`src/verilog/acrr_defs.svh`:
```
// Register offsets, field positions, reset values and timing counts for the clock/range block
`ifndef ACRR_DEFS_SVH
`define ACRR_DEFS_SVH
`define ACRR_ADDR_W 12
`define ACRR_CFG1_OFS 12'h000
`define ACRR_CLKCFG_OFS 12'h004
`define ACRR_OSR_OFS 12'h008
`define ACRR_STAT_OFS 12'h00c
`define ACRR_CFG1_REFRNG_BIT 0
`define ACRR_CFG1_INRNG_BIT 1
`define ACRR_CLK_SRC_BIT 0
`define ACRR_CLK_DIV8_BIT 1
`define ACRR_CLK_LOWSPD_BIT 2
`define ACRR_STAT_SAT_BIT 0
`define ACRR_STAT_EFF2X_BIT 1
`define ACRR_STAT_EXT_BIT 2
`define ACRR_STAT_BLANK_BIT 3
`define ACRR_STAT_PEND_BIT 4
`define ACRR_OSR_RST 13'h0020
`define ACRR_OSR_W 13
`define ACRR_MCLK_NS 4
`define ACRR_CORE_HS_KHZ 25600
`define ACRR_CORE_LS_KHZ 3200
`define ACRR_NCO_W 24
`define ACRR_NCO_HS_INC 24'h1a36e3
`define ACRR_NCO_LS_INC 24'h0346dc
`define ACRR_DIV8_LAST 3'h7
`define ACRR_BLANK_US 150
`define ACRR_BLANK_CYCLES ((`ACRR_BLANK_US * 1000 + `ACRR_MCLK_NS - 1) / `ACRR_MCLK_NS)
`endif

```
`src/verilog/acrr_pkg.sv`:
```
// Types shared by the clock/range block
package acrr_pkg;
   // Clock configuration as written by software and as applied
   typedef struct packed {
      logic low_speed;
      logic div8_en;
      logic src_sel;
   } acrr_clk_cfg_s;
   // Clock switch sequencing
   typedef enum logic [0:0] {
      SW_IDLE,
      SW_WAIT
   } acrr_sw_e;
endpackage

```
`src/verilog/acrr_ctrl.sv`:
```
// Clock source select, dividers, reference range and saturation flag with APB registers
`timescale 1ns/1ps
`include "acrr_defs.svh"
module acrr_ctrl #(
   parameter int unsigned OSR_W = `ACRR_OSR_W,
   parameter int unsigned BLANK_CYCLES = `ACRR_BLANK_CYCLES
) (
   input wire logic mclk,
   input wire logic arst_n,
   input wire logic psel,
   input wire logic penable,
   input wire logic pwrite,
   input wire logic [`ACRR_ADDR_W-1:0] paddr,
   input wire logic [31:0] pwdata,
   output logic [31:0] prdata,
   output logic pready,
   output logic pslverr,
   input wire logic ext_clk_pin,
   input wire logic start_pin,
   input wire logic reset_pin,
   input wire logic mod_saturated,
   output logic core_clk_en,
   output logic mod_clk_en,
   output logic data_ready,
   output logic eff_input_2x,
   output logic clk_src_ext,
   output logic start_ctrl,
   output logic reset_ctrl
);

   // Blanking counter width follows the (shortenable) blanking length
   localparam int unsigned BLANK_W = $clog2(BLANK_CYCLES + 1);
   // Refuse settings the logic cannot serve
   generate
      if (OSR_W < 2 || OSR_W > 16) begin : g_bad_osr
         $error("OSR_W must lie between 2 and 16");
      end
      if (BLANK_CYCLES < 1) begin : g_bad_blank
         $error("BLANK_CYCLES must be at least one");
      end
   endgenerate
   // Software-visible state
   logic ref_range_sel_r; // High reference range when set
   logic input_range_r; // Programmed 2x input range
   acrr_pkg::acrr_clk_cfg_s clk_cfg_r; // Clock setting as written
   acrr_pkg::acrr_clk_cfg_s act_cfg_r; // Clock setting in force
   logic [OSR_W-1:0] oversampling_ratio_r; // Modulator ticks per conversion
   logic mod_saturation_flag_r; // Saturation result of last conversion
   // Clock path state
   acrr_pkg::acrr_sw_e sw_state_r; // Switch sequencer
   logic [`ACRR_NCO_W-1:0] nco_acc_r; // Oscillator phase accumulator
   logic [2:0] div8_cnt_r; // External edge counter for divide by eight
   logic mod_ph_r; // Second half of modulator period
   logic [OSR_W-1:0] conv_cnt_r; // Modulator ticks in current conversion
   logic sat_acc_r; // Saturation seen so far in this conversion
   logic [BLANK_W-1:0] blank_cnt_r; // Control pin blanking time left
   logic sw_gap_r; // Cycle after a switch: new source may not tick yet
   // Pin synchronisers: bit 0 clock, 1 start, 2 reset
   logic [2:0] pin_in;
   logic [2:0] sync1_r;
   logic [2:0] sync2_r;
   logic ext_prev_r; // Previous synchronised clock level for edges
   // APB state
   logic pready_r;
   logic [31:0] prdata_r;
   logic pslverr_r;
   // Output flops
   logic core_clk_en_r;
   logic mod_clk_en_r;
   logic data_ready_r;
   logic eff_input_2x_r;
   logic start_ctrl_r;
   logic reset_ctrl_r;

   // Combinational helpers
   logic apb_acc;
   logic apb_fire;
   logic wr_fire;
   logic addr_hit;
   logic [31:0] rd_nxt;
   logic ext_rise;
   logic ext_tick;
   logic [`ACRR_NCO_W:0] nco_sum;
   logic [`ACRR_NCO_W-1:0] nco_inc;
   logic nco_tick;
   logic core_tick;
   logic mod_tick;
   logic old_src_edge;
   logic mode_change;
   logic conv_done;
   logic blanking;
   assign pin_in = {reset_pin, start_pin, ext_clk_pin};
   // Two flops per pin; the first is read only by the second
   genvar gi;
   generate
      for (gi = 0; gi < 3; gi++) begin : g_sync
         always_ff @(posedge mclk or negedge arst_n) begin
            if (!arst_n) begin
               sync1_r[gi] <= 1'b0;
               sync2_r[gi] <= 1'b0;
            end else begin
               sync1_r[gi] <= pin_in[gi];
               sync2_r[gi] <= sync1_r[gi];
            end
         end
      end
   endgenerate

   // Edge history of the synchronised external clock
   always_ff @(posedge mclk or negedge arst_n) begin
      if (!arst_n) begin
         ext_prev_r <= 1'b0;
      end else begin
         ext_prev_r <= sync2_r[0];
      end
   end

   // APB: every access waits one cycle, so pready and read data come from flops
   assign apb_acc = psel & penable;
   assign apb_fire = apb_acc & pready_r;
   assign wr_fire = apb_fire & pwrite & addr_hit;
   // Address decode and read mux
   always_comb begin
      rd_nxt = 32'h0000_0000;
      addr_hit = 1'b1;
      case (paddr)
         `ACRR_CFG1_OFS: begin
            rd_nxt[`ACRR_CFG1_REFRNG_BIT] = ref_range_sel_r;
            rd_nxt[`ACRR_CFG1_INRNG_BIT] = input_range_r;
         end
         `ACRR_CLKCFG_OFS: begin
            rd_nxt[`ACRR_CLK_SRC_BIT] = clk_cfg_r.src_sel;
            rd_nxt[`ACRR_CLK_DIV8_BIT] = clk_cfg_r.div8_en;
            rd_nxt[`ACRR_CLK_LOWSPD_BIT] = clk_cfg_r.low_speed;
         end
         `ACRR_OSR_OFS: begin
            rd_nxt[OSR_W-1:0] = oversampling_ratio_r;
         end
         `ACRR_STAT_OFS: begin
            rd_nxt[`ACRR_STAT_SAT_BIT] = mod_saturation_flag_r;
            rd_nxt[`ACRR_STAT_EFF2X_BIT] = eff_input_2x_r;
            rd_nxt[`ACRR_STAT_EXT_BIT] = act_cfg_r.src_sel;
            rd_nxt[`ACRR_STAT_BLANK_BIT] = blanking;
            rd_nxt[`ACRR_STAT_PEND_BIT] = (sw_state_r == acrr_pkg::SW_WAIT);
         end
         default: begin
            addr_hit = 1'b0; // Unmapped: error answer, reads zero
         end
      endcase
   end

   // APB answer timing and read capture
   always_ff @(posedge mclk or negedge arst_n) begin
      if (!arst_n) begin
         pready_r <= 1'b0;
         prdata_r <= 32'h0000_0000;
         pslverr_r <= 1'b0;
      end else begin
         pready_r <= apb_acc & ~pready_r;
         if (apb_acc && !pready_r) begin
            prdata_r <= pwrite ? 32'h0000_0000 : rd_nxt;
            pslverr_r <= ~addr_hit;
         end else begin
            pslverr_r <= 1'b0;
         end
      end
   end

   // Configuration registers, written only at the completing APB edge
   always_ff @(posedge mclk or negedge arst_n) begin
      if (!arst_n) begin
         ref_range_sel_r <= 1'b0;
         input_range_r <= 1'b0;
         clk_cfg_r <= '0; // Internal oscillator after reset
         oversampling_ratio_r <= OSR_W'(`ACRR_OSR_RST);
      end else if (wr_fire) begin
         case (paddr)
            `ACRR_CFG1_OFS: begin
               ref_range_sel_r <= pwdata[`ACRR_CFG1_REFRNG_BIT];
               input_range_r <= pwdata[`ACRR_CFG1_INRNG_BIT];
            end
            `ACRR_CLKCFG_OFS: begin
               clk_cfg_r.src_sel <= pwdata[`ACRR_CLK_SRC_BIT];
               clk_cfg_r.div8_en <= pwdata[`ACRR_CLK_DIV8_BIT];
               clk_cfg_r.low_speed <= pwdata[`ACRR_CLK_LOWSPD_BIT];
            end
            `ACRR_OSR_OFS: begin
               oversampling_ratio_r <= pwdata[OSR_W-1:0];
            end
            default: begin
               // Status is read-only
            end
         endcase
      end
   end

   // High reference forces 1x whatever the programmed range
   always_ff @(posedge mclk or negedge arst_n) begin
      if (!arst_n) begin
         eff_input_2x_r <= 1'b0;
      end else begin
         eff_input_2x_r <= input_range_r & ~ref_range_sel_r;
      end
   end

   // Internal oscillator: fractional accumulator picks the nominal rate per speed mode
   assign nco_inc = act_cfg_r.low_speed ? `ACRR_NCO_LS_INC : `ACRR_NCO_HS_INC;
   assign nco_sum = {1'b0, nco_acc_r} + {1'b0, nco_inc};
   assign nco_tick = nco_sum[`ACRR_NCO_W];
   always_ff @(posedge mclk or negedge arst_n) begin
      if (!arst_n) begin
         nco_acc_r <= '0;
      end else begin
         nco_acc_r <= nco_sum[`ACRR_NCO_W-1:0];
      end
   end

   // External clock: rising edges, optionally one in eight
   assign ext_rise = sync2_r[0] & ~ext_prev_r;
   assign ext_tick = ext_rise & (~act_cfg_r.div8_en | (div8_cnt_r == `ACRR_DIV8_LAST));
   always_ff @(posedge mclk or negedge arst_n) begin
      if (!arst_n) begin
         div8_cnt_r <= 3'h0;
      end else if (old_src_edge && sw_state_r == acrr_pkg::SW_WAIT) begin
         div8_cnt_r <= 3'h0; // Fresh divide phase for the new setting
      end else if (ext_rise) begin
         div8_cnt_r <= div8_cnt_r + 3'h1;
      end
   end

   // Core tick follows whatever source is in force; a slower pin slows everything
   // The old source ticked at the switch edge, so a new tick right after it would be a runt
   assign core_tick = (act_cfg_r.src_sel ? ext_tick : nco_tick) & ~sw_gap_r;
   assign mod_tick = core_tick & mod_ph_r;
   // Switch only on a raw edge of the old source so no short period leaks out
   assign old_src_edge = act_cfg_r.src_sel ? ext_rise : nco_tick;
   assign mode_change = (sw_state_r == acrr_pkg::SW_WAIT) && old_src_edge &&
                        ((clk_cfg_r.src_sel != act_cfg_r.src_sel) ||
                         (clk_cfg_r.div8_en != act_cfg_r.div8_en));
   // Sequencer: a write is seen one cycle after it completes, applied at an old edge
   always_ff @(posedge mclk or negedge arst_n) begin
      if (!arst_n) begin
         sw_state_r <= acrr_pkg::SW_IDLE;
         act_cfg_r <= '0;
         sw_gap_r <= 1'b0;
      end else begin
         sw_gap_r <= mode_change;
         case (sw_state_r)
            acrr_pkg::SW_IDLE: begin
               if (clk_cfg_r != act_cfg_r) begin
                  sw_state_r <= acrr_pkg::SW_WAIT;
               end
            end
            acrr_pkg::SW_WAIT: begin
               // Leaving the pin relies on it toggling a while longer
               if (old_src_edge) begin
                  act_cfg_r <= clk_cfg_r;
                  sw_state_r <= acrr_pkg::SW_IDLE;
               end
            end
            default: begin
               sw_state_r <= acrr_pkg::SW_IDLE;
            end
         endcase
      end
   end

   // Modulator phase restarts with a new source
   always_ff @(posedge mclk or negedge arst_n) begin
      if (!arst_n) begin
         mod_ph_r <= 1'b0;
      end else if (mode_change) begin
         mod_ph_r <= 1'b0;
      end else if (core_tick) begin
         mod_ph_r <= ~mod_ph_r;
      end
   end

   // Conversion period: oversampling_ratio modulator ticks; zero acts as one
   assign conv_done = mod_tick &&
      (({1'b0, conv_cnt_r} + {{OSR_W{1'b0}}, 1'b1}) >= {1'b0, oversampling_ratio_r});
   always_ff @(posedge mclk or negedge arst_n) begin
      if (!arst_n) begin
         conv_cnt_r <= '0;
      end else if (conv_done) begin
         conv_cnt_r <= '0;
      end else if (mod_tick) begin
         conv_cnt_r <= conv_cnt_r + OSR_W'(1);
      end
   end

   // Saturation: gather over the period, publish at its end
   always_ff @(posedge mclk or negedge arst_n) begin
      if (!arst_n) begin
         sat_acc_r <= 1'b0;
         mod_saturation_flag_r <= 1'b0;
      end else if (conv_done) begin
         // A hit on the closing cycle still counts for the period ending now
         mod_saturation_flag_r <= sat_acc_r | mod_saturated;
         sat_acc_r <= 1'b0;
      end else if (mod_saturated) begin
         sat_acc_r <= 1'b1;
      end
   end

   // Blanking after a source or divider change covers oscillator start-up
   assign blanking = (blank_cnt_r != '0);
   always_ff @(posedge mclk or negedge arst_n) begin
      if (!arst_n) begin
         blank_cnt_r <= '0;
      end else if (mode_change) begin
         blank_cnt_r <= BLANK_W'(BLANK_CYCLES);
      end else if (blanking) begin
         blank_cnt_r <= blank_cnt_r - BLANK_W'(1);
      end
   end

   // Control pins pass through once synchronised, held low while blanked
   always_ff @(posedge mclk or negedge arst_n) begin
      if (!arst_n) begin
         start_ctrl_r <= 1'b0;
         reset_ctrl_r <= 1'b0;
      end else begin
         start_ctrl_r <= sync2_r[1] & ~blanking;
         reset_ctrl_r <= sync2_r[2] & ~blanking;
      end
   end

   // Registered strobes toward the converter core
   always_ff @(posedge mclk or negedge arst_n) begin
      if (!arst_n) begin
         core_clk_en_r <= 1'b0;
         mod_clk_en_r <= 1'b0;
         data_ready_r <= 1'b0;
      end else begin
         core_clk_en_r <= core_tick;
         mod_clk_en_r <= mod_tick;
         data_ready_r <= conv_done;
      end
   end

   assign prdata = prdata_r;
   assign pready = pready_r;
   assign pslverr = pslverr_r;
   assign core_clk_en = core_clk_en_r;
   assign mod_clk_en = mod_clk_en_r;
   assign data_ready = data_ready_r;
   assign eff_input_2x = eff_input_2x_r;
   assign clk_src_ext = act_cfg_r.src_sel;
   assign start_ctrl = start_ctrl_r;
   assign reset_ctrl = reset_ctrl_r;

endmodule

```
`config.mk`:
```
export PLATFORM = sky130hd
export DESIGN_NAME = acrr_ctrl
export DESIGN_NICKNAME = d
export VERILOG_FILES = /design/src/verilog/acrr_pkg.sv /design/src/verilog/acrr_ctrl.sv
export VERILOG_INCLUDE_DIRS = /design/src /design/src/verilog
export SDC_FILE = /design/constraint.sdc
export NUM_CORES = 1
export LEC_CHECK = 0
export BUFFER_PORTS_ARGS = -buffer_cell sky130_fd_sc_hd__buf_2
export CAP_MARGIN = 20
export CORE_AREA = 2 2 106 108
export CTS_CLUSTER_DIAMETER = 40
export CTS_CLUSTER_SIZE = 25
export DETAILED_ROUTE_END_ITERATION = 7
export DIE_AREA = 0 0 108 110
export PLACE_DENSITY_LB_ADDON = 0.1
export RECOVER_POWER = 50
export SYNTH_ARGS = -nofsm -noshare
export SYNTH_HDL_FRONTEND = slang
export SYNTH_SLANG_ARGS = --single-unit
```
`constraint.sdc`:
```
create_clock -name mclk -period 3.4 [get_ports mclk]
set_clock_uncertainty 0.2 [all_clocks]
set_input_delay 0.51 -clock mclk [delete_from_list [all_inputs] [get_ports mclk]]
set_output_delay 0.51 -clock mclk [all_outputs]
set_load 0.01 [all_outputs]
```
After elaboration in Yosys (flattened, before gate mapping)
Index checks and enable logic that the tools add are counted.
{"block": "word_totals", "register_bits": 129, "input_bits": 53, "output_inout_bits": 41, "elab_cells": 111}
{"block": "classes", "addsub": 5, "order_cmp": 1, "n_eq_ne": 7, "mux": 23, "n_bitwise": 23, "reduce_logical": 18}
{"operator": "13-bit 2-to-1 mux", "count": 3}
{"operator": "16-bit 2-to-1 mux", "count": 2}
{"operator": "24-bit by 21-bit adder with 25-bit output", "count": 1}
{"operator": "12-bit by 4-bit equality test with 1-bit output (second input constant)", "count": 2}
{"operator": "21-bit 2-to-1 mux", "count": 1}
{"operator": "16-bit nonzero test", "count": 1}
{"operator": "16-bit by 1-bit subtractor with 16-bit output (second input constant)", "count": 1}
{"operator": "13-bit by 1-bit adder with 14-bit output (second input constant)", "count": 1}
{"operator": "14-bit by 13-bit >= comparator with 1-bit output", "count": 1}
{"operator": "13-bit by 1-bit adder with 13-bit output (second input constant)", "count": 1}
{"operator": "1-bit AND", "count": 12}
{"operator": "12-bit by 3-bit equality test with 1-bit output (second input constant)", "count": 1}
{"operator": "12-bit logical NOT", "count": 1}
{"operator": "1-bit 2-to-1 mux", "count": 10}
{"operator": "2-bit nonzero test", "count": 5}
{"operator": "1-bit inverter", "count": 9}
{"operator": "8-bit 2-to-1 mux", "count": 1}
{"operator": "2-bit one-hot mux with 4 select lines", "count": 1}
{"operator": "2-bit AND reduction", "count": 4}
{"operator": "3-bit 2-to-1 mux", "count": 2}
{"operator": "1-bit logical AND", "count": 4}
{"operator": "2-bit one-hot mux with 2 select lines", "count": 1}
{"operator": "4-bit OR reduction", "count": 1}
{"operator": "3-bit by 1-bit adder with 3-bit output (second input constant)", "count": 1}
{"operator": "8 further kinds", "count": 10}

Longest topological paths before layout
Gate-level depths: netlist of run 1.
{"block": "logic_depth", "word_depth": 8, "ltp_mapped": 14, "mapped_depth_nobuf": 13}

Worst setup path before layout of run 1
No wires, ideal clock.
{"block": "synth_timing", "path_kind": "register to register", "from": "register act_cfg_r[2] (netlist bit)", "to": "register mod_saturation_flag_r", "setup_time_ns": 0.125, "arrival_ns": 2.791, "required_time_ns": 3.075, "path_slack_ns": 0.284, "stages_incl_launch_ff": 12, "path_buffers": 1, "period_less_slack_ns": 3.116, "cell_sequence": "dfrtp_1 -> inv_1 -> ha_1 -> inv_1 -> fa_1 -> nor2b_1 -> o31a_1 -> o41ai_2 -> o41a_1 -> buf_6 -> a211oi_4 -> mux2_4"}
{"block": "synth_between", "elab_chain_len": 6}
{"element": "from (decl)", "line": "acrr_ctrl.sv:46", "rtl": "acrr_pkg::acrr_clk_cfg_s act_cfg_r;"}
{"element": "from (signal assigned)", "line": "acrr_ctrl.sv:257", "rtl": "act_cfg_r <= clk_cfg_r;"}
{"element": "21-bit 2-to-1 mux (no source line)"}
{"element": "24-bit by 21-bit adder with 25-bit output", "line": "acrr_ctrl.sv:208", "rtl": "assign nco_sum = {1'b0, nco_acc_r} + {1'b0, nco_inc};"}
{"element": "1-bit 2-to-1 mux", "line": "acrr_ctrl.sv:233", "rtl": "assign core_tick = (act_cfg_r.src_sel ? ext_tick : nco_tick) & ~sw_gap_r;"}
{"element": "1-bit AND", "line": "acrr_ctrl.sv:233"}
{"element": "1-bit AND", "line": "acrr_ctrl.sv:234", "rtl": "assign mod_tick = core_tick & mod_ph_r;"}
{"element": "1-bit logical AND", "line": "acrr_ctrl.sv:280", "rtl": "assign conv_done = mod_tick &&"}
{"element": "via conv_done", "line": "acrr_ctrl.sv:90", "rtl": "logic conv_done;"}
{"element": "to (signal assigned)", "line": "acrr_ctrl.sv:299", "rtl": "mod_saturation_flag_r <= sat_acc_r | mod_saturated;"}
{"element": "to (decl)", "line": "acrr_ctrl.sv:48", "rtl": "logic mod_saturation_flag_r;"}
The timed path passes the listed nets, and every way through them passes these cells.
A chain may end at the register's enable or synchronous reset.

Final worst setup path of run 1
{"block": "layout_timing", "from": "register conv_cnt_r[4]", "to": "register mod_saturation_flag_r"}
{"block": "layout_between", "elab_chain_len": 3}
{"element": "from (decl)", "line": "acrr_ctrl.sv:54", "rtl": "logic [OSR_W-1:0] conv_cnt_r;"}
{"element": "from (signal assigned)", "line": "acrr_ctrl.sv:288", "rtl": "conv_cnt_r <= conv_cnt_r + OSR_W'(1);"}
{"element": "13-bit by 1-bit adder with 14-bit output", "line": "acrr_ctrl.sv:281", "rtl": "(({1'b0, conv_cnt_r} + {{OSR_W{1'b0}}, 1'b1}) >= {1'b0, oversampling_ratio_r});"}
{"element": "14-bit by 13-bit >= comparator with 1-bit output", "line": "acrr_ctrl.sv:281"}
{"element": "1-bit logical AND", "line": "acrr_ctrl.sv:280"}
{"element": "via conv_done", "line": "acrr_ctrl.sv:90"}
The timed path passes the listed nets, and every way through them passes these cells.

==> flow_summary_export.csv, run 1 <==
group,metric,value,unit
outcome,status,"finished, violations left",
outcome,violations,"max-capacitance violations, max-slew violations",
setup_path,timing.reg2reg.setup_slack,0.11,ns
clock_tree,htree_levels,3,
setup_path,crit_slowest_cell,"or4_1",
setup_path,cp_max_fo,5,
setup_path,critPathBufInv,1,
clock_tree,clk_latency,0.40,ns
drt,met3_length,506,um
die,die_h,110,um
finish,mostFrequentLayoutCell,"dfrtp_1",
place,postPlaceCellArea,6170,um^2
timing,finalSetupViolCount,0,
drt,viasPerCell,5.40,
worst_hold_path,hold_class,"in2reg",
drt,drc,0,
finish,layout_common_cells,"dfrtp_1 (108), nand2_1 (54), buf_2 (45)",
setup_path,cp-end-kind,"flip-flop",
setup_path,crit_family,"simple AND/OR/NAND/NOR gates",
die,ios,94,
setup_path,reg2reg_from,"conv_cnt_r[4]$_DFFE_PN0P_",
drt,drt_iter0_markers,348,
die,initial_utilization,0.536,
power_and_ir_drop,sw_frac_of_total,0.340,
yosys,postSynth.asyncResetShare,1.00,
clock_tree,clk_path_buf_depth,2,
timing,max_freq,0.304,GHz
yosys,synth_top_area_share,0.475,
die,num_rows,38,
timing,slew_headroom,-0.0701,
yosys,synth_edf_count,0,
clock_tree,cts_tree,"yes",
timing,post-route-period-util,0.967,
global_route,antenna_found_initial,0,
drt,dr.pass1.iters,4,
clock_tree,clock-sinks,110,
die,die-area,11900,um^2
yosys,dominantRegCellSynth,"dfrtp_1",
setup_path,cp_data_required_time,3.49,ns
timing,finalMaxSlewViolations,31,
global_route,grt_pass1_vias,4076,
setup_path,cp.arrival,3.38,ns
setup_path,rr_endpoint,"mod_saturation_flag_r$_DFFE_PN0P_",
run,maxCapViolations,1,
place,portBuffers,55,
yosys,netlist_area,5740,um^2
power_and_ir_drop,leakagePower,3.07,nW
finish,final_cell_area,6440,um^2
drt,met2_wirelength,5040,um
setup_path,crit_chain,"nand2_1 -> or4_1 -> xnor2_2 -> ha_1 -> and4_1 -> a221oi_1 -> o211a_1 -> buf_4 -> a211oi_4 -> mux2_4",
die,core_area,10700,um^2
setup_path,critical-path-max-stage-delay,0.58,ns
setup_path,start_kind,"flip-flop",
finish,drive_gt1_frac,0.163,
drt,wl_per_cell,14.4,um
finish,diodes,0,
power_and_ir_drop,vdd_drop_max,0.427,mV
die,dieWidth,108,um
global_route,grt-ovfl-total,0,
global_route,grt_pass1_wl,19000,um
drt,wl_met1,5520,um
drt,drt-total-wl,11200,um
timing,worstMarginPinSlew,1.61,ns
setup_path,reg2regPathDepth,10,
yosys,synth.ff_latch_count,110,
clock_tree,clkTransAtPathRegs,0.11,ns
timing,finalHoldViolCount,0,
finish,finalNetCount,715,
power_and_ir_drop,power_frac_comb,0.298,
power_and_ir_drop,p_clk_frac,0.232,
timing,tns,0,ns
drt,top_layer,"met4",
worst_hold_path,hold_end,"oversampling_ratio_r[12]$_DFFE_PN0P_",
power_and_ir_drop,power_frac_seq,0.470,
drt,num_vias,4198,
power_and_ir_drop,internal-power,0.00248,W
yosys,avgSynthCellArea,10.2,um^2
clock_tree,root_buffer,"clkbuf_8",
yosys,synth.area.top_cells,"dfrtp_1 (48%), ha_1 (6.3%), xnor2_1 (4.1%), o21ai_0 (3.8%), nand2_1 (3.5%)",
drt,ant_nets,0,
power_and_ir_drop,p_sw,0.00128,W
clock_tree,post_cts_buffers,0,
global_route,grt_start_max_net_pins,82,
yosys,synthesis.instances,564,
yosys,synth_cell_types,67,
yosys,synth_area_leader_cell,"dfrtp_1",
clock_tree,cts_inserted_buffers,9,
power_and_ir_drop,p_per_area,583,nW/um^2
yosys,seq_area_frac_synth,0.480,
place,post-dp-hpwl,8090,um
finish,area_delta_synth_final,12.2,%
worst_hold_path,hold_start,"pwdata[12]",
setup_path,crit_type,"reg2reg",
worst_hold_path,hold-path-cell-count,3,
global_route,gr-usage-all-layers,0.204,
yosys,synth_warnings,0,
place,place.gp.congestion,0.852,
finish,fillers,901,
timing,rsz0062_at_grt,"yes",
timing,period_minus_slack,3.29,ns
final cells by class:
class                   instances  area (um^2)  area share
flip-flops and latches        110         2760       0.428
multi-input cells             404         2740       0.425
repair buffers                 75          439      0.0682
well taps                     140          175      0.0272
clock buffers                  11          131      0.0204
inverters                      32          120      0.0187
clock inverters                 5         82.6      0.0128
through the flow:
stage | setup WS (ns) | hold WS, ns | power [W] | util | cells
global placement | 0.207 | 0.133 | 0.00285 | 0.577 | 757
finish | 0.112 | 0.111 | 0.00375 | 0.602 | 777
detailed placement | 0.146 | 0.147 | 0.00290 | 0.577 | 757
global route | -0.00515 | 0.0877 | 0.00402 | 0.602 | 777
floorplan | 0.284 | 0.0144 | 0.00262 | - | 582
CTS | 0.114 | 0.00271 | 0.00378 | 0.600 | 776
flip-flops by register name, indices dropped and copies added, names as in the netlist, 2 cells and up:
signal                count
sync2_r                   3
nco_acc_r                24
prdata                   13
oversampling_ratio_r     13
div8_cnt_r                3
act_cfg_r                 2
sync1_r                   3
clk_cfg_r                 3
blank_cnt_r              16
conv_cnt_r               13
layer usage:
layer  vias to the layer above  GRT usage
met1                      2021      0.276
met3                        15     0.0606
met4                         0     0.0604
met2                        96      0.319
li1                       2066          -
met5                         -          0
cells in the mapped netlist, types with 3 or more instances:
library cell,number
nand2_1,54
o21ai_0,43
or3_1,8
buf_6,3
o2bb2ai_1,3
and2_1,5
a21oi_1,16
mux2_2,9
a31oi_1,4
o22ai_1,3
or2_2,5
nand4_1,3
clkbuf_1,13
nand2b_1,13
nor3_1,11
dfrtp_1,109
a311oi_1,3
o211ai_1,3
and3_1,4
nor2_1,34
nand3_1,19
o21ai_1,5
o21bai_1,3
xor2_1,12
inv_1,32
nor4_1,7
buf_4,20
a21o_1,4
xnor2_1,27
a22o_1,11
ha_1,29
nor2b_1,5
how the worst max path moves through the flow:
| stage | depth (start not counted) | slack, ns | from | to |
|---|---|---|---|---|
| after floorplan | 11 | 0.28 | act_cfg_r[2]$_DFFE_PN0P_ | mod_saturation_flag_r$_DFFE_PN0P_ |
| after global placement | 13 | 0.21 | conv_cnt_r[1]$_DFFE_PN0P_ | mod_saturation_flag_r$_DFFE_PN0P_ |
| after detailed placement | 13 | 0.15 | conv_cnt_r[1]$_DFFE_PN0P_ | mod_saturation_flag_r$_DFFE_PN0P_ |
| after global routing | 10 | -0.005 | conv_cnt_r[4]$_DFFE_PN0P_ | mod_saturation_flag_r$_DFFE_PN0P_ |
| after CTS | 13 | 0.11 | conv_cnt_r[1]$_DFFE_PN0P_ | mod_saturation_flag_r$_DFFE_PN0P_ |
| final | 10 | 0.11 | conv_cnt_r[4]$_DFFE_PN0P_ | mod_saturation_flag_r$_DFFE_PN0P_ |
power by group through the flow:
stage                     Combinational, W  Clock (W)  Sequential [W]
after floorplan                   0.000884          0         0.00174
after detailed placement           0.00111          0         0.00179
after global routing               0.00126   0.000963         0.00180
after global placement             0.00108          0         0.00177
after CTS                          0.00112   0.000898         0.00177
final                              0.00112   0.000870         0.00177
repair_timing:
action,CTS,global route
endpoints found under the hold margin,31,1
hold buffers,3,1
resized for setup,0,7
endpoints found under the setup margin,0,10
cell families after synthesis:
logic type,share of synthesized area
compound gates,0.139
fa+ha+maj,0.0667
flops,0.480
other cells,0.000654
simple gates,0.163
xor+xnor,0.0595
buf+inv,0.0615
mux,0.0299
worst min-delay path: cells and delay by family:
kind                   cells  cell delay [ns]
buffers and inverters      1             0.07
AOI/OAI and AO/OA          1             0.06
and+or+nand+nor            1             0.03
Note: power is estimated with default switching activity, not from simulation.
==> inputs of run 2 (changes only) <==
Settings changed: ABC_AREA set to 1, CORE_AREA 2 2 106 108 to 2 2 111 113, DIE_AREA 0 0 108 110 to 0 0 113 115.
==> flow_summary_export.csv, run 2 <==
group,metric,value,unit
outcome,status,"finished, violations left",
outcome,violations,"design-rule violations, max-capacitance violations, max-slew violations",
timing,tns,0,ns
setup_path,start_kind,"flip-flop",
clock_tree,clk_latency,0.35,ns
clock_tree,cts_tree,"yes",
global_route,antenna_found_initial,0,
power_and_ir_drop,power_frac_comb,0.436,
drt,wl_met1,6050,um
clock_tree,root_buffer,"clkbuf_16",
place,pre_cts_slack,0.496,ns
drt,viasPerCell,5.03,
drt,drc,4,
finish,layout_common_cells,"nand2_1 (160), inv_1 (123), dfrtp_1 (109)",
yosys,synth_warnings,0,
timing,slew_headroom,-0.0255,
clock_tree,cts_inserted_buffers,9,
timing,period_minus_slack,2.99,ns
finish,mostFrequentLayoutCell,"nand2_1",
yosys,synthMostInstantiatedCell,"nand2_1",
yosys,dominantRegCellSynth,"dfrtp_1",
yosys,seq_area_frac_synth,0.433,
clock_tree,post_cts_buffers,0,
place,post-dp-hpwl,9560,um
worst_hold_path,hold_start,"ext_clk_pin",
power_and_ir_drop,sw_frac_of_total,0.403,
global_route,grt_start_max_net_pins,51,
clock_tree,clkTransAtPathRegs,0.07,ns
worst_hold_path,hold_class,"in2reg",
finish,final_cell_area,7050,um^2
drt,dr.pass1.iters,7,
setup_path,critical-path-max-stage-delay,0.43,ns
finish,largest_register_ffs,24,
power_and_ir_drop,p_clk_frac,0.215,
finish,stdcell_count,987,
power_and_ir_drop,leakagePower,3.80,nW
setup_path,crit_family,"simple AND/OR/NAND/NOR gates",
clock_tree,cts_resized,0,
yosys,postSynth.asyncResetShare,1.00,
timing,rsz0062_at_grt,"no",
die,dieWidth,113,um
timing,finalHoldViolCount,0,
setup_path,cp.arrival,3.08,ns
power_and_ir_drop,power,0.00518,W
yosys,netlist_area,6370,um^2
timing,worstMarginPinSlew,1.54,ns
die,die-area,13000,um^2
finish,top_regs,"nco_acc_r (24), blank_cnt_r (16)",
setup_path,critPathBufInv,2,
finish,area_delta_synth_final,10.7,%
drt,met3_length,462,um
setup_path,crit_chain,"nand2_1 -> nor2_2 -> nand2_2 -> nor2_1 -> nand4_1 -> xor2_1 -> inv_1 -> ha_1 -> a21oi_1 -> o21bai_1 -> nor2_1 -> nand3_1 -> nor2_2 -> buf_4 -> nand3_1 -> nand2_1",
place,place.gp.congestion,0.861,
timing,post-route-period-util,0.879,
drt,ant_nets,0,
yosys,synth.ff_latch_count,110,
die,num_rows,40,
power_and_ir_drop,internal-power,0.00309,W
finish,finalNetCount,918,
yosys,synthesis.instances,769,
drt,wl_per_cell,12.8,um
power_and_ir_drop,vdd_drop_max,0.310,mV
clock_tree,htree_levels,3,
setup_path,crit_type,"reg2reg",
place,postPlaceCellArea,6750,um^2
drt,met2_wirelength,6010,um
drt,num_vias,4960,
place,portBuffers,55,
finish,diodes,0,
setup_path,reg2reg_from,"conv_cnt_r[2]$_DFFE_PN0P_",
yosys,synth.area.top_cells,"dfrtp_1 (43%), nand2_1 (9.4%), inv_1 (7.3%), ha_1 (5.7%), nor2_1 (3.9%)",
global_route,grt_pass1_wl,22300,um
global_route,gr-usage-all-layers,0.212,
setup_path,cp_data_required_time,3.49,ns
global_route,grt-ovfl-total,0,
timing,finalMaxSlewViolations,30,
place,dpl.cell_count,971,
setup_path,cp_max_fo,8,
drt,drt_iter0_markers,194,
yosys,avgSynthCellArea,8.28,um^2
setup_path,cp-end-kind,"flip-flop",
yosys,synth_area_leader_cell,"dfrtp_1",
drt,drt-total-wl,12700,um
finish,top_register,"nco_acc_r",
timing,finalSetupViolCount,0,
yosys,synthTopCellsByCount,"nand2_1 (160), inv_1 (123), dfrtp_1 (109), nor2_1 (66), nand3_1 (45)",
finish,drive_gt1_frac,0.138,
setup_path,crit_slowest_cell,"dfrtp_1",
drt,top_layer,"met4",
timing,fin_ws,0.410,ns
setup_path,crit_start,"conv_cnt_r[2]$_DFFE_PN0P_",
clock_tree,clock-sinks,110,
yosys,synth_cell_types,49,
die,core_area,11800,um^2
die,initial_utilization,0.539,
global_route,grt_pass1_vias,4899,
power_and_ir_drop,p_sw,0.00208,W
power_and_ir_drop,power_frac_seq,0.348,
clock_tree,clk_path_buf_depth,2,
timing,max_freq,0.334,GHz
run,maxCapViolations,1,
die,die_h,115,um
die,ios,94,
power_and_ir_drop,p_per_area,734,nW/um^2
clock_tree,hold_buffers,0,
yosys,synth_edf_count,0,
yosys,synth_top_area_share,0.428,
-- run 2: routing by layer --
| layer | global-route usage | vias up |
|---|---|---|
| li1 | - | 2542 |
| met1 | 0.282 | 2307 |
| met5 | 0 | - |
| met4 | 0.0569 | 0 |
| met2 | 0.356 | 100 |
| met3 | 0.0464 | 11 |
-- run 2: logic make-up (layout without fill, tap and decap cells) --
| family | Yosys count | in the layout | synth area share |
|---|---|---|---|
| other cells | 1 | 19 | 0.000589 |
| buf+inv | 159 | 212 | 0.112 |
| xor+xnor | 33 | 33 | 0.0454 |
| flops | 110 | 110 | 0.433 |
| compound gates | 80 | 80 | 0.0761 |
| mux | 14 | 14 | 0.0222 |
| simple gates | 342 | 342 | 0.251 |
| fa+ha+maj | 30 | 30 | 0.0601 |
-- run 2: layout make-up --
type | count | area, um^2
Clock buffer | 12 | 236
Tap cell | 147 | 184
Timing Repair Buffer | 65 | 339
Clock inverter | 4 | 73.8
Sequential cell | 110 | 2750
Fill cell | 1055 | 4760
Multi-Input combinational cell | 518 | 2970
Inverter | 131 | 492
-- run 2: stage by stage --
step | util | hold slack [ns]
6_report | 0.597 | 0.0628
3_3_place_gp | 0.572 | 0.131
4_1_cts | 0.598 | 0.00227
3_5_place_dp | 0.572 | 0.141
2_1_floorplan | - | 0.0144
5_1_grt | 0.597 | 0.0406
-- run 2: worst paths after layout --
kind	depth (start not counted)	endpoint	slack, ns
max in group asynchronous	2	prdata[7]$_DFFE_PN0P_	0.77
max reg2reg	16	conv_cnt_r[2]$_DFFE_PN0P_	0.41
min	1	sync1_r[0]$_DFF_PN0_	0.06
min reg2reg	0	sync2_r[2]$_DFF_PN0_	0.15
max	16	conv_cnt_r[2]$_DFFE_PN0P_	0.41
min in group asynchronous	1	nco_acc_r[1]$_DFF_PN0_	0.22
-- run 2: power groups by stage --
stage	Clock, W	Combinational [W]	Sequential, W
after detailed placement	0	0.00226	0.00182
after floorplan	0	0.00183	0.00178
after global routing	0.00119	0.00258	0.00183
after CTS	0.00115	0.00228	0.00180
after global placement	0	0.00221	0.00182
final	0.00111	0.00226	0.00180
==> inputs of run 3 (changes only) <==
Settings changed: CTS_BUF_LIST set to sky130_fd_sc_hd__clkbuf_4 sky130_fd_sc_hd__clkbuf_8 sky130_fd_sc_hd__clkbuf_16.
==> flow_summary_export.csv, run 3 (synthesized netlist as in run 2, its figures left out) <==
group,metric,value,unit
die,dieWidth,113,um
clock_tree,hold_buffers,0,
finish,final_cell_area,7060,um^2
clock_tree,root_buffer,"clkbuf_16",
global_route,grt_pass1_vias,4911,
timing,finalMaxSlewViolations,30,
finish,largest_register_ffs,24,
setup_path,crit_slowest_cell,"dfrtp_1",
worst_hold_path,hold_class,"in2reg",
drt,viasPerCell,5.02,
place,post-dp-hpwl,9560,um
outcome,status,"finished, violations left",
timing,worstMarginPinSlew,1.56,ns
drt,drt-total-wl,12700,um
place,dpl.cell_count,971,
global_route,grt_start_max_net_pins,51,
global_route,grt-ovfl-total,0,
drt,ant_nets,0,
clock_tree,clkTransAtPathRegs,0.07,ns
clock_tree,clock-sinks,110,
global_route,grt_pass1_wl,22300,um
finish,finalNetCount,918,
die,core_area,11800,um^2
finish,top_register,"nco_acc_r",
setup_path,crit_chain,"nand2_1 -> nor2_2 -> nand2_2 -> nor2_1 -> nand4_1 -> xor2_1 -> inv_1 -> ha_1 -> a21oi_1 -> o21bai_1 -> nor2_1 -> nand3_1 -> nor2_2 -> buf_4 -> nand3_1 -> nand2_1",
setup_path,cp_data_required_time,3.49,ns
timing,period_minus_slack,2.99,ns
place,portBuffers,55,
die,num_rows,40,
finish,stdcell_count,987,
timing,post-route-period-util,0.880,
setup_path,crit_family,"simple AND/OR/NAND/NOR gates",
setup_path,timing.reg2reg.setup_slack,0.41,ns
timing,tns,0,ns
finish,area_delta_synth_final,10.9,%
setup_path,start_kind,"flip-flop",
clock_tree,htree_levels,3,
power_and_ir_drop,power,0.00520,W
place,postPlaceCellArea,6750,um^2
die,die-area,13000,um^2
setup_path,cp.arrival,3.08,ns
finish,final_util,0.598,
finish,drive_gt1_frac,0.142,
power_and_ir_drop,leakagePower,3.81,nW
place,place.gp.congestion,0.861,
clock_tree,cts_inserted_buffers,9,
timing,finalHoldViolCount,0,
die,initial_utilization,0.539,
drt,drt_iter0_markers,199,
die,die_h,115,um
timing,max_freq,0.334,GHz
global_route,antenna_found_initial,0,
finish,mostFrequentLayoutCell,"nand2_1",
timing,slew_headroom,-0.0386,
clock_tree,cts_resized,0,
timing,finalSetupViolCount,0,
outcome,violations,"design-rule violations, max-capacitance violations, max-slew violations",
setup_path,crit_type,"reg2reg",
die,ios,94,
drt,num_vias,4955,
clock_tree,clk_latency,0.35,ns
global_route,gr-usage-all-layers,0.211,
clock_tree,clk_path_buf_depth,2,
clock_tree,post_cts_buffers,0,
power_and_ir_drop,vdd_drop_max,0.309,mV
finish,top_regs,"nco_acc_r (24), blank_cnt_r (16)",
run,maxCapViolations,1,
drt,drc,4,
setup_path,critical-path-max-stage-delay,0.43,ns
drt,wl_per_cell,12.8,um
power_and_ir_drop,p_per_area,736,nW/um^2
finish,layout_common_cells,"nand2_1 (160), inv_1 (123), dfrtp_1 (109)",
setup_path,cp_max_fo,8,
timing,rsz0062_at_grt,"no",
setup_path,cp-end-kind,"flip-flop",
drt,dr.pass1.iters,6,
setup_path,critPathBufInv,2,
clock_tree,cts_tree,"yes",
finish,diodes,0,
-- run 3: metal layers --
metal,part of all wire,track usage
met2,0.47,0.356
met4,0.011,0.0520
met1,0.48,0.281
met5,0,0
met3,0.035,0.0464
-- run 3: cell type report --
class / count / area (um^2)
Fill cell: 1055 / 4750
Multi-Input combinational cell: 518 / 2970
Sequential cell: 110 / 2750
Inverter: 131 / 492
Timing Repair Buffer: 65 / 339
Clock buffer: 12 / 248
Tap cell: 147 / 184
Clock inverter: 4 / 73.8
-- run 3: metrics by stage --
stage                     hold slack (ns)  setup slack, ns
final                              0.0628            0.407
after detailed placement            0.141            0.496
after floorplan                    0.0144            0.791
after global placement              0.131            0.596
after global routing               0.0429            0.172
after CTS                         0.00482            0.454
-- run 3: final timing paths --
| path | startpoint | to | cells past startpoint |
|---|---|---|---|
| setup / recovery | conv_cnt_r[2]$_DFFE_PN0P_ | conv_cnt_r[2]$_DFFE_PN0P_ | 16 |
| hold / removal | ext_clk_pin | sync1_r[0]$_DFF_PN0_ | 1 |
| setup reg to reg | conv_cnt_r[2]$_DFFE_PN0P_ | conv_cnt_r[2]$_DFFE_PN0P_ | 16 |
| hold reg to reg | sync1_r[2]$_DFF_PN0_ | sync2_r[2]$_DFF_PN0_ | 0 |
| max in group asynchronous | arst_n | prdata[8]$_DFFE_PN0P_ | 2 |
| min in group asynchronous | arst_n | nco_acc_r[1]$_DFF_PN0_ | 1 |
-- run 3: report_power, final --
group,total [W],internal (W),leakage (nW),switching (W)
sequential,0.00180,0.00161,1.37,0.000192
clock,0.00114,0.000671,0.161,0.000465
combinational,0.00226,0.000832,2.28,0.00142
